<file path="config.mk">
export PLATFORM = sky130hd
export DESIGN_NAME = mass_support
export DESIGN_NICKNAME = d
export VERILOG_FILES = /design/src/design/mass_pkg.sv /design/src/design/mass_rx_gate.sv /design/src/design/mass_support.sv
export SDC_FILE = /design/constraint.sdc
export NUM_CORES = 2
export LEC_CHECK = 0
export ABC_CLOCK_PERIOD_IN_PS = 3220
export BUFFER_PORTS_ARGS = -buffer_cell sky130_fd_sc_hd__buf_2
export CORE_UTILIZATION = 59
export CTS_BUF_LIST = sky130_fd_sc_hd__clkbuf_16
export CTS_CLUSTER_DIAMETER = 50
export DETAILED_ROUTE_END_ITERATION = 12
export GPL_TIMING_DRIVEN = 0
export PLACE_DENSITY_LB_ADDON = 0.15
export SLEW_MARGIN = 20
export SYNTH_ARGS = -nofsm -noshare
export SYNTH_HDL_FRONTEND = slang
export SYNTH_SLANG_ARGS = --single-unit
</file>
<file path="constraint.sdc">
create_clock -name mclk -period 3.22 [get_ports mclk]
set_input_delay 0.644 -clock mclk [delete_from_list [all_inputs] [get_ports mclk]]
set_output_delay 0.644 -clock mclk [all_outputs]
set_load 0.02 [all_outputs]
</file>
<file path="src/design/mass_pkg.sv">
/*
 Package of the anchor, sleep schedule and sync support block:
 register offsets, field positions, reset values, codes and carriers.
 Assumes a single 20 MHz clock and a management entity on the plain
 register port above, beacon, slot and frame events from the MAC below.
*/
// Behaviour
// RULE1: Anchor activation advertises capability in beacon
// RULE2: Active anchor adds element after hibernation heard
// RULE3: Received anchor element raises indication
// RULE4: Anchor start/stop returns success or failure
// RULE5: Schedule request defines receive slots
// RULE6: Accepted schedule updates slots and contention element
// RULE7: Every schedule request returns outcome code
// RULE8: Sync activation returns an outcome code
// RULE9: Indicate every matching data frame, tx or rx
// RULE10: Indication timed to frame start on medium
// RULE11: Indication carries group, sender, sequence count
// RULE12: Unsupported or non-multicast group reports unsupported
// RULE13: Indicate only after physical layer success
// RULE14: Manager picks always, schedule or load
// RULE15: Contention slot limit 0 to 255 per superframe
// RULE16: Bitmap holds one receive bit per slot
// RULE17: Receiver off in slots not selected
package mass_pkg;

	// ----------------------------------------------------------------
	// Sizes
	// ----------------------------------------------------------------
	localparam int ADDR_W  = 8;
	localparam int SLOTS   = 256;
	localparam int SLOT_W  = 8;
	localparam int MAP_WDS = 8;
	localparam int EUI_W   = 48;
	localparam int SEQ_W   = 16;
	localparam int N_EV    = 5;

	// ----------------------------------------------------------------
	// Register offsets
	// ----------------------------------------------------------------
	localparam logic [7:0] OFF_CTRL      = 8'h00;
	localparam logic [7:0] OFF_RESULT    = 8'h04;
	localparam logic [7:0] OFF_IRQ_STAT  = 8'h08;
	localparam logic [7:0] OFF_IRQ_MASK  = 8'h0C;
	localparam logic [7:0] OFF_SLEEP_CFG = 8'h10;
	localparam logic [7:0] OFF_GROUP_LO  = 8'h14;
	localparam logic [7:0] OFF_GROUP_HI  = 8'h18;
	localparam logic [7:0] OFF_SEND_LO   = 8'h1C;
	localparam logic [7:0] OFF_SEND_HI   = 8'h20;
	localparam logic [7:0] OFF_SEQ       = 8'h24;
	localparam logic [7:0] OFF_STAMP     = 8'h28;
	localparam logic [7:0] OFF_MAP       = 8'h40;

	// ----------------------------------------------------------------
	// Field positions
	// ----------------------------------------------------------------
	localparam int CTRL_ANCHOR_REQ = 0;
	localparam int CTRL_ANCHOR_OP  = 1;
	localparam int CTRL_SLEEP_REQ  = 2;
	localparam int CTRL_SYNC_REQ   = 3;
	localparam int STAT_ANCHOR     = 0;
	localparam int STAT_ELEMENT    = 1;
	localparam int STAT_SYNC       = 2;
	localparam int SC_MODE_LSB     = 0;
	localparam int SC_HARD         = 2;
	localparam int SC_SOFT         = 3;
	localparam int SC_STAY         = 4;
	localparam int SC_LIMIT_LSB    = 8;
	localparam int MCAST_BIT       = 40;
	localparam int EV_ANCHOR_CONF  = 0;
	localparam int EV_ANCHOR_RX    = 1;
	localparam int EV_SLEEP_CONF   = 2;
	localparam int EV_SYNC_CONF    = 3;
	localparam int EV_SYNC_IND     = 4;

	// ----------------------------------------------------------------
	// Codes and carriers
	// ----------------------------------------------------------------
	typedef enum logic [1:0] {
		SLEEP_ALWAYS = 2'b00,
		SLEEP_SCHED  = 2'b01,
		SLEEP_LOAD   = 2'b10
	} mass_sleep_e;

	typedef enum logic [1:0] {
		OUTCOME_SUCCESS     = 2'b00,
		OUTCOME_FAILURE     = 2'b01,
		OUTCOME_UNSUPPORTED = 2'b10
	} mass_outcome_e;

	typedef struct packed {
		logic [7:0] contention_slot_limit;
		logic       stay_on_for_contention;
		logic       on_soft;
		logic       on_hard;
		logic [1:0] sleep_operation_select;
	} mass_sleep_cfg_s;

	typedef struct packed {
		logic             is_tx;
		logic             is_data;
		logic [EUI_W-1:0] destination_address_field;
		logic [EUI_W-1:0] sender_address;
		logic [SEQ_W-1:0] frame_sequence_count;
	} mass_frame_s;

	typedef struct packed {
		logic       anchor_capable;
		logic       anchor_element_on;
		logic       contention_adv_on;
		logic [7:0] contention_slot_limit;
	} mass_beacon_s;

	// ----------------------------------------------------------------
	// Reset values
	// ----------------------------------------------------------------
	localparam mass_sleep_cfg_s SLEEP_CFG_RST = '0;
	localparam logic [N_EV-1:0] IRQ_MASK_RST  = '0;

endpackage : mass_pkg

</file>
<file path="src/design/mass_rx_gate.sv">
/*
 Per-slot receiver gate for the sleep schedule.
 Assumes slot_index is stable through a slot and slot_start marks its
 first cycle; superframe_start coincides with the first slot start.
*/
module mass_rx_gate #(
	parameter int SLOTS  = 256,
	parameter int SLOT_W = 8
) (
	// Clock and reset
	input  wire logic                     mclk,
	input  wire logic                     rst_b,
	// Active schedule
	input  wire mass_pkg::mass_sleep_cfg_s cfg,
	input  wire logic [SLOTS-1:0]         slot_map,
	// Slot timing and neighbour usage
	input  wire logic                     superframe_start,
	input  wire logic                     slot_start,
	input  wire logic [SLOT_W-1:0]        slot_index,
	input  wire logic                     nbr_hard,
	input  wire logic                     nbr_soft,
	input  wire logic                     contention_slot,
	// Receiver control
	output logic                          rx_on
);
	import mass_pkg::*;

	logic [7:0] cont_used;
	logic       cont_grant;
	logic       want_cont;
	logic [7:0] used_base;
	logic       next_on;

	// Count restarts each superframe; limit 0 never grants
	assign used_base = superframe_start ? 8'h00 : cont_used;
	assign want_cont = cfg.stay_on_for_contention && contention_slot
		&& (used_base < cfg.contention_slot_limit);    // see RULE15

	// Grant latched per slot so the count cannot cut a slot short
	always_ff @(posedge mclk or negedge rst_b) begin
		if (!rst_b) begin
			cont_used  <= 8'h00;
			cont_grant <= 1'b0;
		end else if (slot_start) begin
			cont_grant <= want_cont;
			cont_used  <= used_base + {7'h00, want_cont};  // see RULE15
		end else if (superframe_start) begin
			cont_used <= 8'h00;
		end
	end

	always_comb begin
		case (cfg.sleep_operation_select)
			SLEEP_ALWAYS: next_on = 1'b1;
			SLEEP_SCHED:  next_on = slot_map[slot_index];   // see RULE16
			SLEEP_LOAD:   next_on = (nbr_hard && cfg.on_hard)
				|| (nbr_soft && cfg.on_soft) || cont_grant;
			default:      next_on = 1'b1;
		endcase
	end

	always_ff @(posedge mclk or negedge rst_b) begin
		if (!rst_b) rx_on <= 1'b1;
		else rx_on <= next_on;                             // see RULE17
	end

	property p_sched_gate;
		@(posedge mclk) disable iff (!rst_b)
		(cfg.sleep_operation_select == SLEEP_SCHED) |=> (rx_on == $past(slot_map[slot_index]));
	endproperty
	a_sched_gate: assert property (p_sched_gate) // see RULE17
		else $error("receiver gate does not follow slot bitmap");

endmodule : mass_rx_gate

</file>
<file path="src/design/mass_support.sv">
/*
 Anchor, sleep schedule and higher layer sync support of the MAC.
 Assumes the management entity drives the register port and the MAC
 core supplies beacon contents, slot timing and frame events.
*/
// The address-and-strobe port and the register offsets are this design's own decisions.
module mass_support #(
	parameter bit SYNC_SUPPORT = 1'b1,
	parameter int STAMP_W      = 32
) (
	// Clock and reset
	input  wire logic                            mclk,
	input  wire logic                            rst_b,
	// Register port
	input  wire logic [mass_pkg::ADDR_W-1:0]     reg_addr,
	input  wire logic [31:0]                     reg_wdata,
	input  wire logic                            reg_wr,
	input  wire logic                            reg_rd,
	output logic [31:0]                          reg_rdata,
	output logic                                 irq,
	// Beacon contents
	input  wire logic                            bcn_rx_valid,
	input  wire logic                            bcn_rx_anchor_element,
	input  wire logic                            bcn_rx_hibernation_element,
	output mass_pkg::mass_beacon_s               bcn_adv,
	output logic [mass_pkg::SLOTS-1:0]           contention_bitmap,
	// Slot timing
	input  wire logic                            superframe_start,
	input  wire logic                            slot_start,
	input  wire logic [mass_pkg::SLOT_W-1:0]     slot_index,
	input  wire logic                            nbr_hard,
	input  wire logic                            nbr_soft,
	input  wire logic                            contention_slot,
	output logic                                 rx_enable,
	// Frame events
	input  wire logic                            frame_start,
	input  wire mass_pkg::mass_frame_s           frame_info,
	input  wire logic                            phy_done,
	input  wire logic                            phy_ok,
	output logic                                 sync_ind
);
	import mass_pkg::*;

	// ----------------------------------------------------------------
	// Decode helpers
	// ----------------------------------------------------------------
	function automatic logic is_map(input logic [ADDR_W-1:0] a);
		return (a >= OFF_MAP) && (a < OFF_MAP + 8'(4 * MAP_WDS)) && (a[1:0] == 2'b00);
	endfunction : is_map

	function automatic logic [2:0] map_word(input logic [ADDR_W-1:0] a);
		logic [ADDR_W-1:0] d;
		d = a - OFF_MAP;
		return d[4:2];
	endfunction : map_word

	typedef enum logic {
		SYNC_IDLE  = 1'b0,
		SYNC_FRAME = 1'b1
	} mass_sync_e;

	logic                  ctrl_wr;
	logic                  anchor_req;
	logic                  sleep_req;
	logic                  sync_req;
	logic                  anchor_active;
	logic                  heard_hib;
	mass_outcome_e         res_anchor;
	mass_outcome_e         res_sleep;
	mass_outcome_e         res_sync;
	mass_sleep_cfg_s       sleep_stage;
	mass_sleep_cfg_s       sleep_cfg;
	logic [31:0]           stage_map [MAP_WDS];
	logic [SLOTS-1:0]      active_map;
	logic [EUI_W-1:0]      group_stage;
	logic [EUI_W-1:0]      registered_group_address;
	logic                  sync_active;
	logic                  group_ok;
	logic                  match;
	mass_sync_e            sync_state;
	logic [EUI_W-1:0]      cap_src;
	logic [SEQ_W-1:0]      cap_seq;
	logic [STAMP_W-1:0]    cap_stamp;
	logic [STAMP_W-1:0]    time_cnt;
	logic [EUI_W-1:0]      ind_sender;
	logic [SEQ_W-1:0]      ind_seq;
	logic [STAMP_W-1:0]    ind_stamp;
	logic                  ind_fire;
	logic [N_EV-1:0]       ev;
	logic [N_EV-1:0]       irq_stat;
	logic [N_EV-1:0]       irq_mask;
	logic [N_EV-1:0]       next_irq_stat;

	assign ctrl_wr    = reg_wr && (reg_addr == OFF_CTRL);
	assign anchor_req = ctrl_wr && reg_wdata[CTRL_ANCHOR_REQ];
	assign sleep_req  = ctrl_wr && reg_wdata[CTRL_SLEEP_REQ];
	assign sync_req   = ctrl_wr && reg_wdata[CTRL_SYNC_REQ];

	// ----------------------------------------------------------------
	// Staged parameters
	// ----------------------------------------------------------------
	// Request parameters are staged so a half-written schedule is never live
	always_ff @(posedge mclk or negedge rst_b) begin
		if (!rst_b) begin
			sleep_stage <= SLEEP_CFG_RST;
			group_stage <= '0;
		end else if (reg_wr) begin
			case (reg_addr)
				OFF_SLEEP_CFG: sleep_stage <= mass_sleep_cfg_s'({reg_wdata[SC_LIMIT_LSB +: 8],
					reg_wdata[SC_STAY], reg_wdata[SC_SOFT], reg_wdata[SC_HARD],
					reg_wdata[SC_MODE_LSB +: 2]});
				OFF_GROUP_LO:  group_stage[31:0] <= reg_wdata;
				OFF_GROUP_HI:  group_stage[47:32] <= reg_wdata[15:0];
				default: ;
			endcase
		end
	end

	always_ff @(posedge mclk or negedge rst_b) begin
		if (!rst_b) begin
			for (int i = 0; i < MAP_WDS; i++) stage_map[i] <= 32'h0000_0000;
		end else if (reg_wr && is_map(reg_addr)) begin
			stage_map[map_word(reg_addr)] <= reg_wdata;     // see RULE16
		end
	end

	// ----------------------------------------------------------------
	// Hibernation anchor
	// ----------------------------------------------------------------
	always_ff @(posedge mclk or negedge rst_b) begin
		if (!rst_b) begin
			anchor_active <= 1'b0;
			heard_hib     <= 1'b0;
			res_anchor    <= OUTCOME_SUCCESS;
		end else if (anchor_req) begin
			if (reg_wdata[CTRL_ANCHOR_OP]) begin
				anchor_active <= 1'b1;                       // see RULE1
				res_anchor    <= OUTCOME_SUCCESS;            // see RULE4
			end else if (anchor_active) begin
				anchor_active <= 1'b0;
				heard_hib     <= 1'b0;
				res_anchor    <= OUTCOME_SUCCESS;            // see RULE4
			end else begin
				// Stopping an anchor that is not active
				res_anchor <= OUTCOME_FAILURE;               // see RULE4
			end
		end else if (anchor_active && bcn_rx_valid && bcn_rx_hibernation_element) begin
			heard_hib <= 1'b1;                               // see RULE2
		end
	end

	// ----------------------------------------------------------------
	// Sleep schedule
	// ----------------------------------------------------------------
	always_ff @(posedge mclk or negedge rst_b) begin
		if (!rst_b) begin
			sleep_cfg  <= SLEEP_CFG_RST;
			active_map <= '0;
			res_sleep  <= OUTCOME_SUCCESS;
		end else if (sleep_req) begin
			// Code 11 names no sleep operation
			if (sleep_stage.sleep_operation_select == 2'b11) begin
				res_sleep <= OUTCOME_FAILURE;                // see RULE7
			end else begin
				sleep_cfg <= sleep_stage;                    // see RULE6
				for (int i = 0; i < MAP_WDS; i++)
					active_map[i*32 +: 32] <= stage_map[i];  // see RULE5
				res_sleep <= OUTCOME_SUCCESS;                // see RULE7
			end
		end
	end

	mass_rx_gate #(
		.SLOTS  (SLOTS),
		.SLOT_W (SLOT_W)
	) u_gate (
		.mclk             (mclk),
		.rst_b            (rst_b),
		.cfg              (sleep_cfg),
		.slot_map         (active_map),
		.superframe_start (superframe_start),
		.slot_start       (slot_start),
		.slot_index       (slot_index),
		.nbr_hard         (nbr_hard),
		.nbr_soft         (nbr_soft),
		.contention_slot  (contention_slot),
		.rx_on            (rx_enable)
	);

	// ----------------------------------------------------------------
	// Beacon advertisement
	// ----------------------------------------------------------------
	always_ff @(posedge mclk or negedge rst_b) begin
		if (!rst_b) begin
			bcn_adv           <= '0;
			contention_bitmap <= '0;
		end else begin
			bcn_adv.anchor_capable        <= anchor_active;              // see RULE1
			bcn_adv.anchor_element_on     <= anchor_active && heard_hib; // see RULE2
			bcn_adv.contention_adv_on     <= sleep_cfg.stay_on_for_contention; // see RULE6
			bcn_adv.contention_slot_limit <= sleep_cfg.contention_slot_limit;
			contention_bitmap             <= active_map;
		end
	end

	// ----------------------------------------------------------------
	// Higher layer sync
	// ----------------------------------------------------------------
	assign group_ok = SYNC_SUPPORT && group_stage[MCAST_BIT];
	assign match    = frame_start && sync_active && frame_info.is_data
		&& (frame_info.destination_address_field == registered_group_address); // see RULE9

	always_ff @(posedge mclk or negedge rst_b) begin
		if (!rst_b) begin
			sync_active              <= 1'b0;
			registered_group_address <= '0;
			res_sync                 <= OUTCOME_SUCCESS;
		end else if (sync_req) begin
			if (group_ok) begin
				sync_active              <= 1'b1;
				registered_group_address <= group_stage;
				res_sync                 <= OUTCOME_SUCCESS;     // see RULE8
			end else begin
				sync_active <= 1'b0;
				res_sync    <= OUTCOME_UNSUPPORTED;          // see RULE12
			end
		end
	end

	// Free-running time base for frame start stamps
	always_ff @(posedge mclk or negedge rst_b) begin
		if (!rst_b) time_cnt <= '0;
		else time_cnt <= time_cnt + STAMP_W'(1);
	end

	// A new matching start restarts the capture; a lost frame is dropped
	always_ff @(posedge mclk or negedge rst_b) begin
		if (!rst_b) begin
			sync_state <= SYNC_IDLE;
		end else begin
			unique case (sync_state)
				SYNC_IDLE:  if (match) sync_state <= SYNC_FRAME;
				SYNC_FRAME: if (frame_start && !match) sync_state <= SYNC_IDLE;
					else if (phy_done && !frame_start) sync_state <= SYNC_IDLE;
			endcase
		end
	end

	always_ff @(posedge mclk or negedge rst_b) begin
		if (!rst_b) begin
			cap_src   <= '0;
			cap_seq   <= '0;
			cap_stamp <= '0;
		end else if (match) begin
			cap_src   <= frame_info.sender_address;
			cap_seq   <= frame_info.frame_sequence_count;
			cap_stamp <= time_cnt;                           // see RULE10
		end
	end

	assign ind_fire = (sync_state == SYNC_FRAME) && phy_done && phy_ok && !frame_start; // see RULE13

	always_ff @(posedge mclk or negedge rst_b) begin
		if (!rst_b) begin
			sync_ind   <= 1'b0;
			ind_sender <= '0;
			ind_seq    <= '0;
			ind_stamp  <= '0;
		end else begin
			sync_ind <= ind_fire;                            // see RULE9
			if (ind_fire) begin
				ind_sender <= cap_src;                       // see RULE11
				ind_seq    <= cap_seq;                       // see RULE11
				ind_stamp  <= cap_stamp;                     // see RULE10
			end
		end
	end

	// ----------------------------------------------------------------
	// Interrupts
	// ----------------------------------------------------------------
	always_comb begin
		ev                 = '0;
		ev[EV_ANCHOR_CONF] = anchor_req;
		ev[EV_ANCHOR_RX]   = bcn_rx_valid && bcn_rx_anchor_element; // see RULE3
		ev[EV_SLEEP_CONF]  = sleep_req;
		ev[EV_SYNC_CONF]   = sync_req;
		ev[EV_SYNC_IND]    = ind_fire;
	end

	// Set wins over a same-cycle write-one clear
	always_comb begin
		next_irq_stat = irq_stat;
		if (reg_wr && reg_addr == OFF_IRQ_STAT)
			next_irq_stat = irq_stat & ~reg_wdata[N_EV-1:0];
		next_irq_stat = next_irq_stat | ev;
	end

	always_ff @(posedge mclk or negedge rst_b) begin
		if (!rst_b) begin
			irq_stat <= '0;
			irq_mask <= IRQ_MASK_RST;
		end else begin
			irq_stat <= next_irq_stat;
			if (reg_wr && reg_addr == OFF_IRQ_MASK) irq_mask <= reg_wdata[N_EV-1:0];
		end
	end

	assign irq = |(irq_stat & irq_mask);

	// ----------------------------------------------------------------
	// Read data
	// ----------------------------------------------------------------
	always_ff @(posedge mclk or negedge rst_b) begin
		if (!rst_b) begin
			reg_rdata <= 32'h0000_0000;
		end else if (!reg_rd) begin
			reg_rdata <= 32'h0000_0000;
		end else if (is_map(reg_addr)) begin
			reg_rdata <= stage_map[map_word(reg_addr)];
		end else begin
			case (reg_addr)
				OFF_CTRL:      reg_rdata <= {29'h0, sync_active, anchor_active && heard_hib, anchor_active};
				OFF_RESULT:    reg_rdata <= {26'h0, res_sync, res_sleep, res_anchor};
				OFF_IRQ_STAT:  reg_rdata <= {27'h0, irq_stat};
				OFF_IRQ_MASK:  reg_rdata <= {27'h0, irq_mask};
				OFF_SLEEP_CFG: reg_rdata <= {16'h0, sleep_stage.contention_slot_limit, 3'h0,
					sleep_stage.stay_on_for_contention, sleep_stage.on_soft,
					sleep_stage.on_hard, sleep_stage.sleep_operation_select};
				OFF_GROUP_LO:  reg_rdata <= registered_group_address[31:0];
				OFF_GROUP_HI:  reg_rdata <= {16'h0, registered_group_address[47:32]};
				OFF_SEND_LO:   reg_rdata <= ind_sender[31:0];
				OFF_SEND_HI:   reg_rdata <= {16'h0, ind_sender[47:32]};
				OFF_SEQ:       reg_rdata <= 32'(ind_seq);
				OFF_STAMP:     reg_rdata <= 32'(ind_stamp);
				default:       reg_rdata <= 32'h0000_0000;
			endcase
		end
	end

	// ----------------------------------------------------------------
	// Checks
	// ----------------------------------------------------------------
	property p_cap_adv;
		@(posedge mclk) disable iff (!rst_b)
		(anchor_req && reg_wdata[CTRL_ANCHOR_OP]) |-> ##2 bcn_adv.anchor_capable;
	endproperty
	a_cap_adv: assert property (p_cap_adv) // see RULE1
		else $error("anchor capability not advertised");

	property p_elem_needs_hib;
		@(posedge mclk) disable iff (!rst_b)
		$rose(heard_hib) |-> $past(bcn_rx_valid && bcn_rx_hibernation_element) ##1 bcn_adv.anchor_element_on;
	endproperty
	a_elem_needs_hib: assert property (p_elem_needs_hib) // see RULE2
		else $error("anchor element without hibernation element");

	property p_anchor_rx;
		@(posedge mclk) disable iff (!rst_b)
		(bcn_rx_valid && bcn_rx_anchor_element) |=> irq_stat[EV_ANCHOR_RX];
	endproperty
	a_anchor_rx: assert property (p_anchor_rx) // see RULE3
		else $error("anchor reception not flagged");

	property p_anchor_fail;
		@(posedge mclk) disable iff (!rst_b)
		(anchor_req && !reg_wdata[CTRL_ANCHOR_OP] && !anchor_active)
			|=> (res_anchor == OUTCOME_FAILURE) && irq_stat[EV_ANCHOR_CONF];
	endproperty
	a_anchor_fail: assert property (p_anchor_fail) // see RULE4
		else $error("failed anchor stop not reported");

	property p_sleep_conf;
		@(posedge mclk) disable iff (!rst_b)
		sleep_req |=> irq_stat[EV_SLEEP_CONF]
			&& ((res_sleep == OUTCOME_SUCCESS) == (sleep_cfg == $past(sleep_stage)));
	endproperty
	a_sleep_conf: assert property (p_sleep_conf) // see RULE7
		else $error("schedule request outcome wrong");

	property p_unsupported;
		@(posedge mclk) disable iff (!rst_b)
		(sync_req && !group_stage[MCAST_BIT]) |=> (res_sync == OUTCOME_UNSUPPORTED) && !sync_active;
	endproperty
	a_unsupported: assert property (p_unsupported) // see RULE12
		else $error("non-multicast group accepted");

	property p_ind_after_phy;
		@(posedge mclk) disable iff (!rst_b)
		sync_ind |-> $past(phy_done && phy_ok) && irq_stat[EV_SYNC_IND];
	endproperty
	a_ind_after_phy: assert property (p_ind_after_phy) // see RULE13
		else $error("sync indication without physical layer success");

	property p_ind_fields;
		@(posedge mclk) disable iff (!rst_b)
		(match ##1 (!frame_start && !phy_done) [*1] ##1 (phy_done && phy_ok && !frame_start))
			|=> sync_ind && (ind_sender == cap_src) && (ind_stamp == cap_stamp);
	endproperty
	a_ind_fields: assert property (p_ind_fields) // see RULE11
		else $error("sync indication fields lost");

endmodule : mass_support
</file>
# [After elaboration in Yosys (flattened, before gate mapping)]
# Index checks and enable logic that the tools add are counted.
[classes] muxes=29 shifts=0 addsub=3 div=0 n_mul=0 magnitude_cmp=6 reduce_logical=40 eq_ne=16 n_bitwise=7
[op_table] operator="$pmux W32 S11" n=1
[op_table] operator="$bwmux W256" n=1
[op_table] operator="$mux W32" n=5
[op_table] operator="$bmux W32 S3" n=1
[op_table] operator="$demux W32 S3" n=1
[op_table] operator="$eq A48 B48 Y1" n=1
[op_table] operator="$add A32 B1 Y32 const B" n=1
[op_table] operator="$eq A8 B5 Y1 const B" n=4
[op_table] operator="$logic_and A1 B1 Y1" n=26
[op_table] operator="$eq A8 B6 Y1 const B" n=3
[op_table] operator="$eq A8 B4 Y1 const B" n=2
[op_table] operator="$mux W8" n=2
[op_table] operator="$mux W1" n=13
[op_table] operator="$and A5 B5 Y5" n=2
[op_table] operator="$reduce_and A2 Y1" n=5
[op_table] operator="$lt A8 B9 Y1 const B" n=1
[op_table] operator="$add A8 B1 Y8" n=1
[op_table] operator="$bmux W1 S8" n=1
[op_table] operator="$eq A8 B3 Y1 const B" n=1
[op_table] operator="$ge A8 B7 Y1 const B" n=1
[op_table] operator="$logic_not A8 Y1" n=1
[op_table] operator="$lt A8 B7 Y1 const B" n=1
[op_table] operator="$lt A8 B8 Y1" n=1
[op_table] operator="$mux W5" n=1
[op_table] operator="other kinds (19)" n=24
[word_totals] output_inout_bits=302 latchBits=0 mem_bits_rw=0 memories=0 input_bits=177 romBits=0 word_cells=149 reg_bits=1188

# [Logic depth before layout (Yosys ltp)]
[logic_depth] ltp_word=7 mapped_depth=12 ltp_nobuf=11

# [By module]
# Synthesis repeated with hierarchy kept, for this count alone.
[hier_totals] hier_cells=2890 hier_area_um2=47073.9
[by_module_without_submodules] mod="mass_support" cells_each=2645 instances=1 seq_area_each_um2=29403.2 area_each_um2=44146.1
[by_module_without_submodules] mod="mass_rx_gate" cells_each=245 instances=1 seq_area_each_um2=251.5 area_each_um2=2927.8

# [Worst setup path before layout]
# OpenSTA, ideal clock, no wires.
[synth_timing] path_type="input port to flip-flop" startpoint="in slot_index[0] (netlist name)" endpoint="reg u_gate.rx_on" t_required_ns=3.134 t_arrival_ns=2.863 stages=9 setup_time_ns=0.086 path_slack_ns=0.272 n_path_buf=3 path_cell_list="buf_6 -> buf_2 -> buf_2 -> mux4_2 -> nand3_1 -> nand2_1 -> a2111oi_0 -> a211oi_1 -> a2111o_1"
[synth_via] elab_chain_cells=3
[synth_lines] element="start, declared" line_no="mass_support.sv:30" text="input wire logic [mass_pkg::SLOT_W-1:0] slot_index,"
[synth_lines] element="$bmux W1 S8" line_no="mass_rx_gate.sv:55" text="SLEEP_SCHED: next_on = slot_map[slot_index];"
[synth_lines] element="$mux W1 (not written as such)" line_no="mass_rx_gate.sv:55"
[synth_lines] element="$pmux W1 S2" line_no="mass_rx_gate.sv:53" text="case (cfg.sleep_operation_select)"
[synth_lines] element="named net u_gate.next_on" line_no="mass_rx_gate.sv:32" text="logic next_on;"
[synth_lines] element="end signal, assigned" line_no="mass_rx_gate.sv:64" text="else rx_on <= next_on;"
[synth_lines] element="end, declared" line_no="mass_rx_gate.sv:24" text="output logic rx_on"
# The timed path passes the listed nets, and every way through them passes these cells. The select of a mux whose other input is x is not followed.
# A chain may end at the register's enable or synchronous reset.

# [Worst setup path in the final report]
[layout_timing] startpoint="in slot_index[1] (netlist name)" endpoint="reg u_gate.rx_on"
# The elaborated chain is that of the path after synthesis.

==> results_dict.tcl <==
set metrics [dict create \
    ys_seq_elements 1185 \
    p_leak_nw 28.9 \
    status "finished, violations left" \
    min_period_ps 3210 \
    die_area_um2 80800 \
    rows 103 \
    hold_ws_ps -6.80 \
    cp_max_fo 10 \
    dp_cells 4647 \
    drc 0 \
    syn_inst 3121 \
    clk_pin_slew_ps 60 \
    finalSetupViolCount 0 \
    power_density_nw_per_um2 560 \
    seq_area_frac_synth_pct 63.1 \
    grt_pass1_vias 30600 \
    grt_max_degree 151 \
    synth-async-reset-ratio_pct 100 \
    final_net_count 3914 \
    cp-end-kind "register" \
    tightest_slew_ps 1230 \
    portBuffers 468 \
    drtIter0Drc 2631 \
    start_util_pct 59.6 \
    first_pass_iters 6 \
    drive_above_1_share_pct 42.4 \
    chipHeight_um 284 \
    dieWidth_um 284 \
    yosys_warnings 0 \
    avgSynthCellArea_um2 15.1 \
    vias 29900 \
    timing.final.crit_share_pct 99.6 \
    nFillCells 5468 \
    synth_top_flop_cell "dfrtp_1" \
    core-area_um2 78900 \
    drv_slew 0 \
    slew_headroom_pct 18.2 \
    finalNonFillerCells 4888 \
    wire_per_inst_um 29.5 \
    gr-usage-all-layers_pct 36.0 \
    hold_violations 16 \
    place_hpwl_um 110000 \
    cts_buffer_depth 3 \
    syn_area_um2 47000 \
    ios 479 \
    globalplace.congestion 1.02 \
    final_common_cell "dfrtp_1" \
    start_kind "input port" \
    arrival_ps 3810 \
    grt_pass1_wl_um 209000 \
    cts_made_buffers 120 \
    skew_ps 26.5 \
    drv_cap 0 \
    antenna_found_initial 12 \
    overflow 0 \
    cts_max_level 3 \
    cts_sinks 1185 \
    cts_tree "yes" \
    synth_edf_count 0 \
    worst-r2r-cell-count 9 \
    critPathKind "input port to register" \
    rsz0062_at_grt "false" \
    violations "negative hold slack" \
    via_per_inst 6.11 \
    max-vdd-ir-drop_mv 0.486 \
    final_cell_mix "dfrtp_1 (1184), mux2_2 (756), buf_2 (491)" \
    clockRootBuffer "clkbuf_16" \
    ant_nets 0 \
    min_path_type "input port to asynchronous set/reset pin" \
    synthesis.nets 3309 \
    cp_data_required_time_ps 3820 \
    syn2layout_area_growth_pct 17.2 \
    yosysUniqueCellTypes 61 \
    wirelength_um 144000 \
    clock_latency_ps 690 \
    max_freq_ghz 0.312 \
]
cells in the mapped netlist (all sizes together) (3+ instances only):
library cell / instances / area share (%)
a211oi: 4 / 0.075
a21boi: 3 / 0.048
a21oi: 40 / 0.43
a221oi: 34 / 0.63
a222oi: 3 / 0.064
a22o: 5 / 0.093
a22oi: 22 / 0.35
a31oi: 7 / 0.093
and2: 9 / 0.12
and3: 5 / 0.067
and4: 5 / 0.093
buf: 98 / 1.3
clkbuf: 83 / 0.66
dfrtp: 1184 / 63
ha: 11 / 0.29
inv: 19 / 0.15
mux2: 778 / 19
mux2i: 32 / 0.68
mux4: 129 / 6.2
nand2: 363 / 2.9
nand2b: 8 / 0.11
nand3: 24 / 0.26
nand4: 19 / 0.25
nor2: 44 / 0.36
nor2b: 16 / 0.21
nor3: 10 / 0.11
nor3b: 3 / 0.048
nor4: 5 / 0.080
o2111ai: 3 / 0.056
o211ai: 3 / 0.048
o21a: 4 / 0.064
o21ai: 40 / 0.43
o22ai: 4 / 0.053
or3: 3 / 0.051
xnor2: 62 / 1.2
xor2: 22 / 0.41
cell type report:
class | instances | area [um^2] | share of cell area [%]
Clock inverter | 105 | 976 | 1.77
Clock buffer | 122 | 3050 | 5.54
Sequential cell | 1185 | 29700 | 53.8
Timing Repair Buffer | 483 | 2680 | 4.87
Antenna cell | 7 | 17.5 | 0.0318
Tap cell | 1050 | 1310 | 2.38
Inverter | 19 | 71.3 | 0.129
Multi-Input combinational cell | 1736 | 16400 | 29.7
Buffer | 181 | 967 | 1.75
what timing repair did:
item,CTS,global route
pin swaps,1,0
gates resized for setup,13,9
endpoints found under the setup margin,139,94
endpoints found under the hold margin,106,14
setup buffers,3,0
cloned,0,1
routing by layer:
| metal | share of wire, % | up-vias | global-route usage [%] |
|---|---|---|---|
| li1 | - | 12400 | - |
| met1 | 39 | 15700 | 47.4 |
| met2 | 48 | 1378 | 58.0 |
| met3 | 7.8 | 344 | 7.55 |
| met4 | 5.1 | 10 | 16.7 |
| met5 | 0.046 | - | 0 |
state kept, by name, summed over array words and instances (netlist names), 11 cells and up:
register,flops
cap_src,48
cap_stamp,32
time_cnt,32
group_stage,48
ind_stamp,32
ind_sender,48
sleep_cfg,13
stage_map,256
bcn_adv,11
ind_seq,16
registered_group_address,48
contention_bitmap,256
cap_seq,16
active_map,256
reg_rdata,32
sleep_stage,13
power breakdown:
| group | switching, W | leakage, nW | internal, W | total, W |
|---|---|---|---|---|
| clock network | 0.00594 | 2.00 | 0.00818 | 0.0141 |
| logic | 0.000916 | 10.4 | 0.000508 | 0.00142 |
| registers | 0.000201 | 16.5 | 0.0151 | 0.0153 |
logic make-up (layout without fill, tap and decap cells):
group	Yosys count	count (layout)	synth area share, %
DFF	1185	1185	63.1
xor gates and xnor gates	84	84	1.56
and+or+nand+nor	518	518	4.73
adders and majority gates	11	11	0.293
muxes	939	939	25.6
other	0	7	0
buffers and inverters	200	910	2.13
AOI/OAI and AO/OA	184	184	2.66
through the flow:
step	setup TNS [ps]	area, um^2	utilization [%]	total power, W	setup WS, ps
final	0	55100	69.9	0.0309	12.3
after floorplan	0	47000	-	0.0161	272
after detailed placement	-262700	50900	64.6	0.0170	-1270
after global routing	0	55100	69.9	0.0317	31.1
after CTS	-8.82	55000	69.7	0.0309	-8.82
after global placement	-	50700	64.3	0.0169	-22470
worst max-delay path, cell delays in order:
cell	delay, ps
buf_2	180
buf_2	410
buf_2	500
buf_4	390
mux2i_1	510
o221ai_1	200
a211oi_1	250
o21a_1	200
a211oi_2	90
a2111o_1	400
final timing paths:
| check | end | slack, ps | start |
|---|---|---|---|
| min | active_map[248] | -7 | rst_b |
| max in group asynchronous | cap_src[44] | 1030 | rst_b |
| max reg2reg | cap_stamp[10] | 160 | registered_group_address[23] |
| min reg2reg | contention_bitmap[158] | 380 | active_map[158] |
| min in group mclk | cap_seq[8] | 190 | frame_info[8] |
| max | u_gate.rx_on | 10 | slot_index[1] |
(Power assumes the default switching activity.)
